[config.mk]
export PLATFORM = sky130hd
export DESIGN_NAME = ccic_top
export DESIGN_NICKNAME = d
export VERILOG_FILES = /design/src/ccic_pkg.sv /design/src/ccic_top.sv
export SDC_FILE = /design/constraint.sdc
export NUM_CORES = 1
export LEC_CHECK = 0
export BUFFER_PORTS_ARGS = -buffer_cell sky130_fd_sc_hd__buf_4
export CAP_MARGIN = 0
export CORE_MARGIN = 2
export CORE_UTILIZATION = 25
export DETAILED_ROUTE_END_ITERATION = 16
export PLACE_DENSITY = 0.44
export REMOVE_ABC_BUFFERS = 1
export SETUP_SLACK_MARGIN = 0.4
export SLEW_MARGIN = 5
export SYNTH_ARGS = -nofsm -noshare
export SYNTH_HDL_FRONTEND = slang
export SYNTH_SLANG_ARGS = --single-unit
[constraint.sdc]
create_clock -name pclk -period 6.7 [get_ports pclk]
set_clock_uncertainty 0.05 [all_clocks]
set_input_delay 0.335 -clock pclk [delete_from_list [all_inputs] [get_ports pclk]]
set_output_delay 0.335 -clock pclk [all_outputs]
set_load 0.005 [all_outputs]
[src/ccic_pkg.sv]
package ccic_pkg;

    // ------------------------------------------------------------
    // Clock
    // ------------------------------------------------------------
    localparam int CLK_PERIOD_NS = 10;

    // ------------------------------------------------------------
    // Register indices (byte address is four times the index)
    // ------------------------------------------------------------
    localparam logic [5:0] IDX_LEVEL = 6'h15;
    localparam logic [5:0] IDX_WDOG = 6'h16;
    localparam logic [5:0] IDX_FWD = 6'h17;
    localparam logic [5:0] IDX_HIGH = 6'h18;
    localparam logic [5:0] IDX_LOW = 6'h19;
    localparam logic [5:0] IDX_DPATH = 6'h1A;

    // ------------------------------------------------------------
    // Reset values and write keys
    // ------------------------------------------------------------
    localparam logic RST_LEVEL = 1'b1;
    localparam logic [7:0] RST_WDOG = 8'hFE;
    localparam logic [7:0] RST_FWD = 8'h1E;
    localparam logic [7:0] RST_HIGH = 8'h7F;
    localparam logic [7:0] RST_LOW = 8'h7F;
    localparam logic [7:0] KEY_SET = 8'hB5;
    localparam logic [7:0] KEY_CLR = 8'hB6;
    localparam logic SEL_3V3 = 1'b1;

    // ------------------------------------------------------------
    // Field positions
    // ------------------------------------------------------------
    localparam int WDOG_DIS_BIT = 0;
    localparam int WDOG_TO_LSB = 1;
    localparam int FWD_PASS_BIT = 7;
    localparam int HOLD_LSB = 4;
    localparam int FILT_LSB = 0;
    localparam int AUX_BIT = 3;

    // ------------------------------------------------------------
    // Timing
    // ------------------------------------------------------------
    localparam int WDOG_UNIT_NS = 2000000;
    localparam int OSC_UNIT_NS = 40;
    localparam int HOLD_UNIT_NS = 40;
    localparam int FILT_UNIT_NS = 5;
    localparam int SCL_EXTRA_UNITS = 5;
    localparam int OSC_UNIT_CYCLES =
        (OSC_UNIT_NS + CLK_PERIOD_NS - 1) / CLK_PERIOD_NS;
    localparam int HOLD_UNIT_CYCLES =
        (HOLD_UNIT_NS + CLK_PERIOD_NS - 1) / CLK_PERIOD_NS;
    localparam int WDOG_UNIT_CYCLES = WDOG_UNIT_NS / CLK_PERIOD_NS;
    localparam int STRAP_SETTLE_CYCLES = 4;

endpackage

[src/ccic_top.sv]
// Notes on behaviour
// Strap low selects 3.3V, high 1.8V
// Digital reset returns selector to 3.3V
// Level register reads selector, 1 means 3.3V
// Only keys 0xB5 set, 0xB6 clear selector
// Enabled watchdog aborts stalled link transactions
// Timeout is field bits 7:1 times 2ms
// Software never programs timeout zero
// Bit 0 low enables, high disables watchdog
// Pass-all low forwards only remote IDs
// Pass-all high forwards all non-local IDs
// SDA delayed by hold field, 40ns steps
// Glitches up to filter field rejected, 5ns
// Master SCL high is count plus five units
// Master SCL low is count plus five units
// Low count sets target setup before release
// Default counts 0x7F give long enough phases
// Data-path bit 3 shows aux audio enable
// Watchdog restarts per transaction, stops when done
`timescale 1ns/1ps
module ccic_top #(
    parameter int WDOG_UNIT_CYCLES = ccic_pkg::WDOG_UNIT_CYCLES
) (
    // APB slave
    input wire logic pclk,
    input wire logic presetn,
    input wire logic psel,
    input wire logic penable,
    input wire logic pwrite,
    input wire logic [7:0] paddr,
    input wire logic [31:0] pwdata,
    output logic [31:0] prdata,
    output logic pready,
    output logic pslverr,
    // Straps and chip controls
    input wire logic strap_level_pin,
    input wire logic digital_reset_req,
    input wire logic aux_audio_ctrl,
    output logic bus_level_selector,
    // Control link transactions
    input wire logic link_txn_start,
    input wire logic link_txn_done,
    output logic link_txn_abort,
    // Target ID forwarding
    input wire logic target_id_valid,
    input wire logic [6:0] target_id,
    input wire logic [6:0] remote_deser_id,
    input wire logic [6:0] remote_target_id,
    input wire logic [6:0] local_target_id,
    output logic forward_decided,
    output logic forward_grant,
    // Local serial bus pins
    input wire logic scl_pin_in,
    input wire logic sda_pin_in,
    output logic scl_filtered,
    output logic sda_filtered,
    output logic scl_o,
    output logic scl_oe,
    // Master and target clock control
    input wire logic master_active,
    input wire logic target_stretch_start,
    output logic stretch_release
);

    if (WDOG_UNIT_CYCLES < 2) begin : gen_param_check
        $error("WDOG_UNIT_CYCLES must be at least 2");
    end

    localparam int PRE_W = $clog2(WDOG_UNIT_CYCLES);
    localparam logic [PRE_W-1:0] PRE_LAST = PRE_W'(WDOG_UNIT_CYCLES - 1);

    // ------------------------------------------------------------
    // APB slave
    // ------------------------------------------------------------
    logic [5:0] idx;
    logic setup;
    logic wr_en;
    logic mapped;
    logic level_sel_reg;
    logic [7:0] wdog_reg;
    logic [7:0] fwd_reg;
    logic [7:0] high_reg;
    logic [7:0] low_reg;
    logic [31:0] rdata_next;

    assign idx = paddr[7:2];
    assign setup = psel && !penable;
    assign wr_en = psel && penable && pready && pwrite && !pslverr;
    assign mapped = (paddr[1:0] == 2'h0) && (idx >= ccic_pkg::IDX_LEVEL)
        && (idx <= ccic_pkg::IDX_DPATH);

    always_comb begin
        rdata_next = 32'h0;
        case (idx)
            ccic_pkg::IDX_LEVEL: rdata_next[0] = level_sel_reg;
            ccic_pkg::IDX_WDOG: rdata_next[7:0] = wdog_reg;
            ccic_pkg::IDX_FWD: rdata_next[7:0] = fwd_reg;
            ccic_pkg::IDX_HIGH: rdata_next[7:0] = high_reg;
            ccic_pkg::IDX_LOW: rdata_next[7:0] = low_reg;
            ccic_pkg::IDX_DPATH: begin
                rdata_next[ccic_pkg::AUX_BIT] = aux_audio_ctrl;
            end
            default: rdata_next = 32'h0;
        endcase
    end

    always_ff @(posedge pclk or negedge presetn) begin
        if (!presetn) begin
            pready <= 1'b0;
            pslverr <= 1'b0;
            prdata <= 32'h0;
        end else begin
            pready <= setup;
            if (setup) begin
                pslverr <= !mapped;
                prdata <= (pwrite || !mapped) ? 32'h0 : rdata_next;
            end else begin
                pslverr <= 1'b0;
            end
        end
    end

    // ------------------------------------------------------------
    // Config registers
    // ------------------------------------------------------------
    always_ff @(posedge pclk or negedge presetn) begin
        if (!presetn) begin
            wdog_reg <= ccic_pkg::RST_WDOG;
            fwd_reg <= ccic_pkg::RST_FWD;
            high_reg <= ccic_pkg::RST_HIGH;
            low_reg <= ccic_pkg::RST_LOW;
        end else if (wr_en) begin
            case (idx)
                ccic_pkg::IDX_WDOG: wdog_reg <= pwdata[7:0];
                ccic_pkg::IDX_FWD: fwd_reg <= pwdata[7:0];
                ccic_pkg::IDX_HIGH: high_reg <= pwdata[7:0];
                ccic_pkg::IDX_LOW: low_reg <= pwdata[7:0];
                default: ;
            endcase
        end
    end

    // ------------------------------------------------------------
    // Strap capture and level selector
    // ------------------------------------------------------------
    logic strap_s1;
    logic strap_s2;
    logic [2:0] settle_cnt_reg;
    logic strap_done_reg;
    logic strap_capture;

    assign strap_capture = !strap_done_reg &&
        (settle_cnt_reg == 3'(ccic_pkg::STRAP_SETTLE_CYCLES - 1));

    always_ff @(posedge pclk or negedge presetn) begin
        if (!presetn) begin
            strap_s1 <= 1'b0;
            strap_s2 <= 1'b0;
        end else begin
            strap_s1 <= strap_level_pin;
            strap_s2 <= strap_s1;
        end
    end

    always_ff @(posedge pclk or negedge presetn) begin
        if (!presetn) begin
            settle_cnt_reg <= 3'h0;
            strap_done_reg <= 1'b0;
        end else if (strap_capture) begin
            strap_done_reg <= 1'b1;
        end else if (!strap_done_reg) begin
            settle_cnt_reg <= settle_cnt_reg + 3'h1;
        end
    end

    always_ff @(posedge pclk or negedge presetn) begin
        if (!presetn) begin
            level_sel_reg <= ccic_pkg::RST_LEVEL;
        end else if (digital_reset_req) begin
            level_sel_reg <= ccic_pkg::SEL_3V3;
        end else if (strap_capture) begin
            level_sel_reg <= !strap_s2;
        end else if (wr_en && idx == ccic_pkg::IDX_LEVEL) begin
            if (pwdata[7:0] == ccic_pkg::KEY_SET) begin
                level_sel_reg <= 1'b1;
            end else if (pwdata[7:0] == ccic_pkg::KEY_CLR) begin
                level_sel_reg <= 1'b0;
            end
        end
    end

    always_ff @(posedge pclk or negedge presetn) begin
        if (!presetn) begin
            bus_level_selector <= ccic_pkg::RST_LEVEL;
        end else begin
            bus_level_selector <= level_sel_reg;
        end
    end

    // ------------------------------------------------------------
    // Control link watchdog
    // ------------------------------------------------------------
    logic wdog_busy_reg;
    logic [PRE_W-1:0] wdog_pre_reg;
    logic [6:0] wdog_units_reg;
    logic wdog_en;
    logic [6:0] wdog_to;
    logic wdog_tick;
    logic wdog_expire;

    assign wdog_en = !wdog_reg[ccic_pkg::WDOG_DIS_BIT];
    assign wdog_to = wdog_reg[ccic_pkg::WDOG_TO_LSB +: 7];
    assign wdog_tick = wdog_busy_reg && (wdog_pre_reg == PRE_LAST);
    assign wdog_expire = wdog_tick &&
        (({1'b0, wdog_units_reg} + 8'h01) >= {1'b0, wdog_to});

    always_ff @(posedge pclk or negedge presetn) begin
        if (!presetn) begin
            wdog_busy_reg <= 1'b0;
            wdog_pre_reg <= '0;
            wdog_units_reg <= 7'h0;
            link_txn_abort <= 1'b0;
        end else begin
            link_txn_abort <= 1'b0;
            if (link_txn_start) begin
                wdog_busy_reg <= wdog_en;
                wdog_pre_reg <= '0;
                wdog_units_reg <= 7'h0;
            end else if (link_txn_done || !wdog_en) begin
                wdog_busy_reg <= 1'b0;
            end else if (wdog_expire) begin
                wdog_busy_reg <= 1'b0;
                link_txn_abort <= 1'b1;
            end else if (wdog_tick) begin
                wdog_pre_reg <= '0;
                wdog_units_reg <= wdog_units_reg + 7'h1;
            end else if (wdog_busy_reg) begin
                wdog_pre_reg <= wdog_pre_reg + PRE_W'(1);
            end
        end
    end

    // ------------------------------------------------------------
    // Target ID forwarding
    // ------------------------------------------------------------
    logic fwd_hit;

    always_comb begin
        if (fwd_reg[ccic_pkg::FWD_PASS_BIT]) begin
            fwd_hit = target_id != local_target_id;
        end else begin
            fwd_hit = (target_id == remote_deser_id) ||
                (target_id == remote_target_id);
        end
    end

    always_ff @(posedge pclk or negedge presetn) begin
        if (!presetn) begin
            forward_decided <= 1'b0;
            forward_grant <= 1'b0;
        end else begin
            forward_decided <= target_id_valid;
            if (target_id_valid) begin
                forward_grant <= fwd_hit;
            end
        end
    end

    // ------------------------------------------------------------
    // Glitch filter and SDA hold delay
    // ------------------------------------------------------------
    logic [1:0] pin_s1;
    logic [1:0] pin_s2;
    logic [1:0] filt_reg;
    logic [3:0] filt_cycles;
    logic [28:0] sda_line_reg;
    logic [29:0] sda_taps;
    logic [4:0] hold_tap;

    assign filt_cycles = 4'(((8'(fwd_reg[ccic_pkg::FILT_LSB +: 4])
        * 8'(ccic_pkg::FILT_UNIT_NS)) + 8'(ccic_pkg::CLK_PERIOD_NS - 1))
        / 8'(ccic_pkg::CLK_PERIOD_NS));
    assign hold_tap = 5'(fwd_reg[ccic_pkg::HOLD_LSB +: 3])
        * 5'(ccic_pkg::HOLD_UNIT_CYCLES);
    // Tap zero is the filtered bit itself, so SDA matches SCL latency
    assign sda_taps = {sda_line_reg, filt_reg[1]};

    always_ff @(posedge pclk or negedge presetn) begin
        if (!presetn) begin
            pin_s1 <= 2'h3;
            pin_s2 <= 2'h3;
        end else begin
            pin_s1 <= {sda_pin_in, scl_pin_in};
            pin_s2 <= pin_s1;
        end
    end

    for (genvar g = 0; g < 2; g++) begin : gen_filt
        logic [3:0] cnt_reg;
        always_ff @(posedge pclk or negedge presetn) begin
            if (!presetn) begin
                cnt_reg <= 4'h0;
                filt_reg[g] <= 1'b1;
            end else if (pin_s2[g] == filt_reg[g]) begin
                cnt_reg <= 4'h0;
            end else if (cnt_reg >= filt_cycles) begin
                cnt_reg <= 4'h0;
                filt_reg[g] <= pin_s2[g];
            end else begin
                cnt_reg <= cnt_reg + 4'h1;
            end
        end
    end

    always_ff @(posedge pclk or negedge presetn) begin
        if (!presetn) begin
            sda_line_reg <= '1;
            sda_filtered <= 1'b1;
            scl_filtered <= 1'b1;
        end else begin
            sda_line_reg <= {sda_line_reg[27:0], filt_reg[1]};
            sda_filtered <= sda_taps[hold_tap];
            scl_filtered <= filt_reg[0];
        end
    end

    // ------------------------------------------------------------
    // SCL timing for master and target
    // ------------------------------------------------------------
    logic [10:0] high_cycles;
    logic [10:0] low_cycles;
    logic [10:0] phase_cnt_reg;
    logic master_low_reg;
    logic stretch_busy_reg;
    logic [10:0] stretch_cnt_reg;

    assign high_cycles = (11'(high_reg) + 11'(ccic_pkg::SCL_EXTRA_UNITS))
        * 11'(ccic_pkg::OSC_UNIT_CYCLES);
    assign low_cycles = (11'(low_reg) + 11'(ccic_pkg::SCL_EXTRA_UNITS))
        * 11'(ccic_pkg::OSC_UNIT_CYCLES);

    always_ff @(posedge pclk or negedge presetn) begin
        if (!presetn) begin
            phase_cnt_reg <= 11'h0;
            master_low_reg <= 1'b0;
        end else if (!master_active) begin
            phase_cnt_reg <= 11'h0;
            master_low_reg <= 1'b0;
        end else if (phase_cnt_reg ==
            (master_low_reg ? low_cycles : high_cycles) - 11'h1) begin
            phase_cnt_reg <= 11'h0;
            master_low_reg <= !master_low_reg;
        end else begin
            phase_cnt_reg <= phase_cnt_reg + 11'h1;
        end
    end

    always_ff @(posedge pclk or negedge presetn) begin
        if (!presetn) begin
            stretch_busy_reg <= 1'b0;
            stretch_cnt_reg <= 11'h0;
            stretch_release <= 1'b0;
        end else begin
            stretch_release <= 1'b0;
            if (target_stretch_start && !stretch_busy_reg) begin
                stretch_busy_reg <= 1'b1;
                stretch_cnt_reg <= 11'h0;
            end else if (stretch_busy_reg &&
                stretch_cnt_reg == low_cycles - 11'h1) begin
                stretch_busy_reg <= 1'b0;
                stretch_release <= 1'b1;
            end else if (stretch_busy_reg) begin
                stretch_cnt_reg <= stretch_cnt_reg + 11'h1;
            end
        end
    end

    always_ff @(posedge pclk or negedge presetn) begin
        if (!presetn) begin
            scl_oe <= 1'b0;
            scl_o <= 1'b0;
        end else begin
            scl_oe <= master_low_reg || stretch_busy_reg;
            scl_o <= 1'b0;
        end
    end
endmodule

## Word-level counts from Yosys, hierarchy flattened

Index checks and enable logic that the tools add are counted.

- Eq/ne operators: 21
- Mux-type cells: 45
- Add/sub/neg operators: 13
- Bitwise logic cells: 4
- $mul: 1
- Reduce and logical (&&, ||, !) cells: 44
- Magnitude comparators: 6
- Div/mod/pow operators: 1

Operators by type and width:

| cell | count |
|---|---|
| $mux 18 | 5 |
| $mux 11 | 6 |
| $eq 6x5->1 const B | 6 |
| $mux 7 | 4 |
| $add 11x1->11 const B | 2 |
| $eq 11x11->1 | 2 |
| $sub 11x1->11 const B | 2 |
| $mux 1 | 20 |
| $add 18x1->18 const B | 1 |
| $add 8x3->9 const B | 2 |
| $eq 18x18->1 const B | 1 |
| $reduce_and 2->1 | 9 |
| $eq 8x8->1 const B | 2 |
| $mux 4 | 4 |
| $pmux 4 s4 | 1 |
| $eq 7x7->1 | 2 |
| $logic_and 1x1->1 | 13 |
| $pmux 1 s5 | 2 |
| $reduce_bool 3->1 | 3 |
| $add 4x1->4 const B | 2 |
| $add 7x1->8 const B | 1 |
| $add 7x4->8 const B | 1 |
| $div 8x4->8 const B | 1 |
| $ge 4x4->1 | 2 |
| other kinds (22) | 41 |

- Register bits: 173
- Output and inout bits: 43

## Logic depth before layout (Yosys ltp)

Gate-level depths: netlist of run 1.

- Depth in word-level cells: 8
- Gate-level depth with buffers: 17

## Least setup slack after synthesis of run 1

Ideal clock, no wire load.

- Path kind: register -> register
- Start point: reg fwd_reg[1]
- End point: reg filt_reg[0]
- Arrival: 3.826 ns
- Library setup time: 0.082 ns
- Clock period less this slack: 3.958 ns
- Path slack: 2.742 ns
- Data required time: 6.568 ns
- Stages on the path, launching flop included: 17
- Path through: dfstp_2 inv_1 fa_1 ha_1 a31oi_1 xnor2_1 nor2_1 or3_1 a21oi_1 o21ai_0 o211ai_1 ha_1 nand2b_1 a21o_1 a21o_1 a21oi_1 mux2_2

- Cells in the longest elaborated chain, start to end: 5

RTL lines:

| element | line | text |
|---|---|---|
| from (decl) | ccic_top.sv:81 | `logic [7:0] fwd_reg;` |
| from (signal assigned) | ccic_top.sv:129 | `fwd_reg <= ccic_pkg::RST_FWD;` |
| from (signal assigned) | ccic_top.sv:135 | `ccic_pkg::IDX_FWD: fwd_reg <= pwdata[7:0];` |
| $mul 4x3->7 | ccic_top.sv:281 | `* 8'(ccic_pkg::FILT_UNIT_NS)) + 8'(ccic_pkg::CLK_PERIOD_NS - 1))` |
| $add 7x4->8 | ccic_top.sv:281 |  |
| $div 8x4->8 | ccic_top.sv:282 | `/ 8'(ccic_pkg::CLK_PERIOD_NS));` |
| $ge 4x4->1 | ccic_top.sv:306 | `end else if (cnt_reg >= filt_cycles) begin` |
| $reduce_and 2->1 (no line) | n/a |  |
| to (signal, indexed assignment) | ccic_top.sv:308 | `filt_reg[g] <= pin_s2[g];` |
| to (decl) | ccic_top.sv:274 | `logic [1:0] filt_reg;` |

No other way between the ends.
A chain may end at the register's enable or synchronous reset.

## Worst setup path after layout of run 1

Ends and elaborated chain as after synthesis.

==> results of run 1 <==
==> critical path: cells and delay by family (launching register included) <==
kind	cells	cell delay (ps)
mux	1	360
fa+ha+maj	3	1030
xor+xnor	1	500
compound gates	7	1080
flops	1	570
buf+inv	1	80
simple gates	3	670
==> area by class of cell <==
cell class | count | area (µm²)
clock inverters | 11 | 103
flip-flops and latches | 149 | 3810
inverters | 23 | 86.3
multi-input cells | 590 | 4260
repair buffers | 82 | 632
clock buffers | 20 | 447
fillers | 3492 | 23400
well taps | 448 | 561
==> logic make-up (layout without fill, tap and decap cells) <==
kind of cell | after synthesis | in the layout | share of synthesized area
AND/OR/NAND/NOR | 229 | 229 | 0.138
AO/OA/AOI/OAI | 158 | 158 | 0.135
flip-flops | 149 | 149 | 0.454
XOR/XNOR | 95 | 95 | 0.105
buffers and inverters | 73 | 136 | 0.0492
multiplexers | 49 | 49 | 0.0675
adder cells (fa/ha/maj) | 34 | 34 | 0.0513
other | 1 | 25 | 0.000447
==> where the power goes <==
group | switching (W) | total (W) | internal, W
Sequential | 0.0000483 | 0.00100 | 0.000954
Clock | 0.000393 | 0.000913 | 0.000520
Combinational | 0.000114 | 0.000234 | 0.000120
Total | 0.000555 | 0.00215 | 0.00159
==> path summary, 6_finish.rpt <==
check,startpoint,end,cells after the start
worst max-delay path,fwd_reg[1],filt_reg[0],16
worst min-delay path,digital_reset_req,level_sel_reg,3
worst max register to register,fwd_reg[1],filt_reg[0],16
worst min register to register,sda_line_reg[2],sda_line_reg[3],0
max in group asynchronous,presetn,prdata[1],3
min in group asynchronous,presetn,stretch_release,2
==> stage by stage <==
step / worst slack (ps) / utilization / area, µm² / std cells / power (W)
after floorplan: 2740 / - / 8160 / 762 / 0.00115
after global placement: 2180 / 0.279 / 9300 / 1287 / 0.00125
after detailed placement: 2220 / 0.279 / 9300 / 1287 / 0.00125
after CTS: 2240 / 0.297 / 9900 / 1323 / 0.00220
after global routing: 1730 / 0.297 / 9900 / 1323 / 0.00228
final: 2300 / 0.297 / 9900 / 1323 / 0.00215
==> metal layers <==
| metal | share of wire | vias to the layer above | global-route usage |
|---|---|---|---|
| met5 | 0 | - | 0 |
| met4 | 0.0074 | 0 | 0.0266 |
| met3 | 0.041 | 10 | 0.0325 |
| met2 | 0.45 | 102 | 0.178 |
| met1 | 0.51 | 2921 | 0.166 |
| li1 | - | 2927 | - |
==> placed cells by master, fill, tap and decap left out, types with 25 or more instances in the layout <==
| cell | instances |
|---|---|
| sky130_fd_sc_hd__a21oi_1 | 31 |
| sky130_fd_sc_hd__buf_4 | 76 |
| sky130_fd_sc_hd__conb_1 | 25 |
| sky130_fd_sc_hd__dfrtp_1 | 86 |
| sky130_fd_sc_hd__dfstp_2 | 63 |
| sky130_fd_sc_hd__ha_1 | 32 |
| sky130_fd_sc_hd__mux2_2 | 41 |
| sky130_fd_sc_hd__nand2_1 | 50 |
| sky130_fd_sc_hd__nor2_1 | 65 |
| sky130_fd_sc_hd__o21ai_0 | 44 |
| sky130_fd_sc_hd__xnor2_1 | 39 |
| sky130_fd_sc_hd__xor2_1 | 52 |
==> metrics.log, run 1 <==
INFO  metric hp-class = in2reg
INFO  metric first_global_vias = between 5000 and 6000
INFO  metric worstSetupStartpointType = flop
INFO  metric tritoncts.num_buffers = 17
INFO  metric setup.worst_path.end_class = flop
INFO  metric status = finished clean
INFO  metric tritoncts_clock_tree = yes
INFO  metric synth_edf_count = 0
INFO  metric cpPeakStageDelay = between 500 and 600 ps
INFO  metric n_antenna_cell = 0
INFO  metric numClockSinks = 149
INFO  metric floorplan.initialDensity = 0.252
INFO  metric synth-async-reset-ratio = 1.00
INFO  metric worst_pin_slew = 1010 ps
INFO  metric num_io_pins = 126
INFO  metric critical_path.max_fanout = 8
INFO  metric post_drt_via_cell_ratio = about 4.5
INFO  metric holdBufCountCts = 5
INFO  metric grtUsageTotal = 0.117
INFO  metric worst_path_cell_trace = inv_1 -> fa_1 -> ha_1 -> a31oi_1 -> xnor2_1 -> nor2_1 -> or3_1 -> a21oi_1 -> o21ai_0 -> o211ai_1 -> ha_1 -> nand2b_1 -> a21o_1 -> a21o_1 -> a21oi_1 -> mux2_2
INFO  metric core.rowCount = 67
INFO  metric detailedPlacementHpwl = 14000 µm
INFO  metric remaining_drc_errors = 0
INFO  metric post_synth.cell_area_avg = 10.7 µm²
INFO  metric fin_tns_setup = 0 ps
INFO  metric cts.root.buffer_cell = sky130_fd_sc_hd__clkbuf_16
INFO  metric synth_commonest_cells = sky130_fd_sc_hd__dfrtp_1 (86), sky130_fd_sc_hd__nor2_1 (65), sky130_fd_sc_hd__dfstp_2 (63)
INFO  metric worst_ir_drop_vdd = 187 µV
INFO  metric placeableCoreArea = 33300 µm²
INFO  metric post_cts_resized = 0
INFO  metric final_number_of_setup_violating_endpoints = 0
INFO  metric seq_area_frac_synth = 0.454
INFO  metric min_period = 4400 ps
INFO  metric synthMostInstantiatedCell = sky130_fd_sc_hd__dfrtp_1
INFO  metric grt_first_pass_wirelength = 32400 µm
INFO  metric critical-path-slowest-cell = sky130_fd_sc_hd__dfstp_2
INFO  metric max_cap_violations = 0
INFO  metric chipWidth = 187 µm
INFO  metric syn_area = 8390 µm²
INFO  metric leakage = roughly 4.2 nW
INFO  metric detail_route.iter0.violations = 336
INFO  metric syn-instance-count = 788
INFO  metric worst_ep_required_time = 7020 ps
INFO  metric largest_register_ffs = 28
INFO  metric first_pass_iters = 5
INFO  metric wire_per_inst = 14.8 µm
INFO  metric ys.warnings.count = 0
INFO  metric routed_wl = 19600 µm
INFO  metric htree_levels = 4
INFO  metric postSynth.topFlopCell = sky130_fd_sc_hd__dfrtp_1
INFO  metric area_delta_synth_final = 17.9%
INFO  metric grt_setup_unrepaired = no
INFO  metric yosys_register_bits = 149
INFO  metric antenna_found_initial = 0
INFO  metric netlist_cell_types = 78
INFO  metric hold_violations = 0
INFO  metric post_cts_buffers = 0
INFO  metric fin_crit_sh = 0.656
INFO  metric globalRoute.totalOverflow = 0
INFO  metric synth.largest_area_cell = sky130_fd_sc_hd__dfrtp_1
INFO  metric cellPowerDensity = 217 nW/µm²
INFO  metric max_freq = 0.227 GHz
INFO  metric post_route_cells_drive_above_1_share = 0.259
INFO  metric clkSlewWorstSetupHoldPaths = ~60 ps
INFO  metric slew_headroom = 0.321
INFO  metric clock_insertion_delay_worst_skew = 430 ps
INFO  metric ys_top_cells_by_area = sky130_fd_sc_hd__dfrtp_1 (26%), sky130_fd_sc_hd__dfstp_2 (20%), sky130_fd_sc_hd__mux2_2 (5.5%)
INFO  metric gp_congestion = between 0.7 and 0.8
INFO  metric port_buffers = 76
INFO  metric count_of_nets_left_with_antenna_violations_after_detail_routing = 0
INFO  metric final_nets = approximately 980
INFO  metric die_area = 35100 µm²
INFO  metric floorplan.die.height = approximately 190 µm
INFO  metric grt_max_degree = 81
INFO  metric finalHoldWorstSlack = 75.9 ps
INFO  metric cp.arrival = ~4700 ps
INFO  metric critPathKind = reg2reg
INFO  metric clock_path_buffers = 2
INFO  metric reg2reg_setup_slack = around 2300 ps
INFO  metric dr_total_vias = 5960
INFO  metric final_max_slew_viol_count = 0
INFO  metric yosys.area.top_type_share = 0.256
No activity file was read; power rests on OpenSTA's default activity.
==> inputs of run 2 (changes only) <==
--- a/config.mk
+++ b/config.mk
@@ -10,7 +10,7 @@
 export CORE_MARGIN = 2
 export CORE_UTILIZATION = 25
 export DETAILED_ROUTE_END_ITERATION = 16
-export PLACE_DENSITY = 0.44
+export PLACE_DENSITY = 0.46
 export REMOVE_ABC_BUFFERS = 1
 export SETUP_SLACK_MARGIN = 0.4
 export SLEW_MARGIN = 5
==> constraint.sdc (replaced) <==
create_clock -name pclk -period 3.7 [get_ports pclk]
set_clock_uncertainty 0.05 [all_clocks]
set_input_delay 0.185 -clock pclk [delete_from_list [all_inputs] [get_ports pclk]]
set_output_delay 0.185 -clock pclk [all_outputs]
set_load 0.005 [all_outputs]
==> run 2 against run 1 <==
Net effect:
- combinational power rose by 95%
- final area rose by 4.8%
- flip-flop and latch count did not move
- via count rose by 2.3%
- sequential share of layout area fell by 1.7 points
- largest cell class unchanged
- die area did not move
- total power rose by 82%
==> metrics.log, run 2 (same netlist as run 1, synthesis figures left out) <==
INFO  metric pre_cts_ws = -180 ps
INFO  metric numClockSinks = ~150
INFO  metric port_buffers = 76
INFO  metric max_cap_violations = 0
INFO  metric grtUsageTotal = 0.119
INFO  metric grt_max_degree = 69
INFO  metric chipWidth = ~190 µm
INFO  metric tritoncts.num_buffers = 17
INFO  metric cts.root.buffer_cell = sky130_fd_sc_hd__clkbuf_16
INFO  metric first_pass_iters = 5
INFO  metric htree_levels = 4
INFO  metric gp_congestion = around 0.74
INFO  metric critical_path.max_fanout = 3
INFO  metric power.internal = 0.00285 W
INFO  metric fin_crit_sh = 0.985
INFO  metric hp-class = in2reg
INFO  metric core.rowCount = 67
INFO  metric tritoncts_clock_tree = yes
INFO  metric instances_no_fill = 1359
INFO  metric cpPeakStageDelay = 570 ps
INFO  metric dr_total_vias = 6097
INFO  metric fin_tns_setup = 0 ps
INFO  metric worstSetupStartpointType = flop
INFO  metric placeableCoreArea = 33300 µm²
INFO  metric p_switching = 0.00105 W
INFO  metric worst_flop_to_flop_path_endpoint = filt_reg[1]
INFO  metric first_global_vias = 6241
INFO  metric routed_wl = 20100 µm
INFO  metric remaining_drc_errors = 0
INFO  metric detail_route.iter0.violations = 328
INFO  metric final_max_slew_viol_count = 0
INFO  metric worst_pin_slew = 864 ps
INFO  metric critical_path.reg2reg.startpoint = fwd_reg[2]
INFO  metric critical-path-slowest-cell = sky130_fd_sc_hd__dfstp_2
INFO  metric floorplan.initialDensity = 0.252
INFO  metric wire_per_inst = 14.8 µm
INFO  metric post_route_cells_drive_above_1_share = 0.315
INFO  metric place.detailed.instances = 1314
INFO  metric worstRegToRegCells = 15
INFO  metric power_frac_seq = 0.465
INFO  metric hold_path.startpoint = pwdata[0]
INFO  metric clock_path_buffers = 2
INFO  metric critPathKind = reg2reg
INFO  metric worst_ep_required_time = 4010 ps
INFO  metric hold_path_depth = 2
INFO  metric setup.worst_path.end_class = flop
INFO  metric leading_cell_type_in_the_layout_fill_and_taps_excluded = sky130_fd_sc_hd__buf_4
INFO  metric slew_headroom = 0.422
INFO  metric reg2reg_setup_slack = approximately 56 ps
INFO  metric layout.filler_cells = 3438
INFO  metric antenna_found_initial = 1
INFO  metric clkSlewWorstSetupHoldPaths = around 70 ps
INFO  metric grt_setup_unrepaired = yes
INFO  metric final_nets = 1013
INFO  metric globalRoute.totalOverflow = 0
INFO  metric num_io_pins = 126
INFO  metric critical_path.top_delay_family = adder cells
INFO  metric hold_end = wdog_reg[0]
INFO  metric final_number_of_setup_violating_endpoints = 0
INFO  metric fraction_of_power_spent_switching_nets = 0.270
INFO  metric grt_first_pass_wirelength = 33600 µm
INFO  metric detailedPlacementHpwl = 14400 µm
INFO  metric postLayoutSetupSlackWorst = 56.0 ps
INFO  metric final_cell_mix = sky130_fd_sc_hd__buf_4 (104), sky130_fd_sc_hd__dfrtp_1 (85), sky130_fd_sc_hd__dfstp_2 (63)
INFO  metric power.share.combinational = 0.117
INFO  metric max_freq = about 0.27 GHz
INFO  metric die_area = 35100 µm²
INFO  metric clock_insertion_delay_worst_skew = 430 ps
INFO  metric clock_power_share = 0.418
INFO  metric hold_violations = 0
INFO  metric worst_path_cell_trace = ha_4 -> fa_2 -> buf_4 -> xor2_4 -> nor2_1 -> or3_1 -> a21oi_2 -> o21ai_1 -> o211ai_1 -> ha_1 -> nand2b_4 -> a21o_1 -> a21o_1 -> a21oi_2 -> mux2_4
INFO  metric floorplan.die.height = 187 µm
INFO  metric largest_register_ffs = 28
INFO  metric min_period = roughly 3600 ps
INFO  metric leakage = 4.43 nW
INFO  metric post_drt_via_cell_ratio = 4.49
INFO  metric worst_ir_drop_vdd = 307 µV
INFO  metric count_of_nets_left_with_antenna_violations_after_detail_routing = 0
INFO  metric cp.arrival = approximately 4000 ps
INFO  metric area_delta_synth_final = 23.6%
INFO  metric cellPowerDensity = 376 nW/µm²
INFO  metric status = finished clean
INFO  metric critical_path.n_buffers_inverters = 1
run 2: cell types whose count changed in the layout (fill, tap and decap cells not counted), sizes merged, moves of 2 or more:
cell	delta
clkinv	+3
clkinvlp	-2
buf	+28
inv	+2
dlygate4sd3	+6
run 2: through the flow:
step,hold slack (ps),cell area (µm²),total power [W],utilization
2_1_floorplan,-161,8160,0.00208,-
3_3_place_gp,186,9500,0.00228,0.286
3_5_place_dp,186,9500,0.00228,0.286
4_1_cts,4.91,10300,0.00397,0.309
5_1_grt,6.46,10400,0.00410,0.312
6_report,9.34,10400,0.00390,0.312
run 2: timing repair:
action / in CTS / in global routing
endpoints found under the hold margin: 62 / 0
pin swaps: 22 / 12
gates resized for setup: 27 / 19
setup endpoints to repair: 35 / 52
hold buffers: 11 / 0
setup buffers: 0 / 1
run 2: layer usage:
layer,routed length [µm],vias to the layer above,GRT usage
li1,-,2990,-
met1,10100,2997,0.168
met2,9090,92,0.184
met3,613,18,0.0250
met4,258,0,0.0348
met5,0,-,0
run 2: layout make-up:
class                   count  area (µm²)  area share
diodes                      1        2.50    0.000241
clock buffers              19         443      0.0427
clock inverters            13        97.6     0.00941
inverters                  23        86.3     0.00832
multi-input cells         590        4470       0.431
flip-flops and latches    149        3810       0.367
well taps                 448         561      0.0540
repair buffers            116         902      0.0870
run 2: worst max-delay path by stage:
stage                     cells after the start  slack, ps  startpoint     endpoint
after floorplan                              16       -260  fwd_reg[1]  filt_reg[0]
after global placement                       16       -150  fwd_reg[1]  filt_reg[1]
after detailed placement                     16       -180  fwd_reg[1]  filt_reg[0]
after CTS                                    16         30  fwd_reg[0]  filt_reg[0]
after global routing                         15       -110  fwd_reg[2]  filt_reg[0]
final                                        15         60  fwd_reg[2]  filt_reg[1]
run 2: power groups by stage:
stage	logic, W	registers (W)	clock network [W]
4_1_cts	0.000461	0.00181	0.00170
2_1_floorplan	0.000259	0.00182	0
3_3_place_gp	0.000434	0.00184	0
5_1_grt	0.000517	0.00183	0.00175
6_report	0.000457	0.00182	0.00163
3_5_place_dp	0.000442	0.00184	0
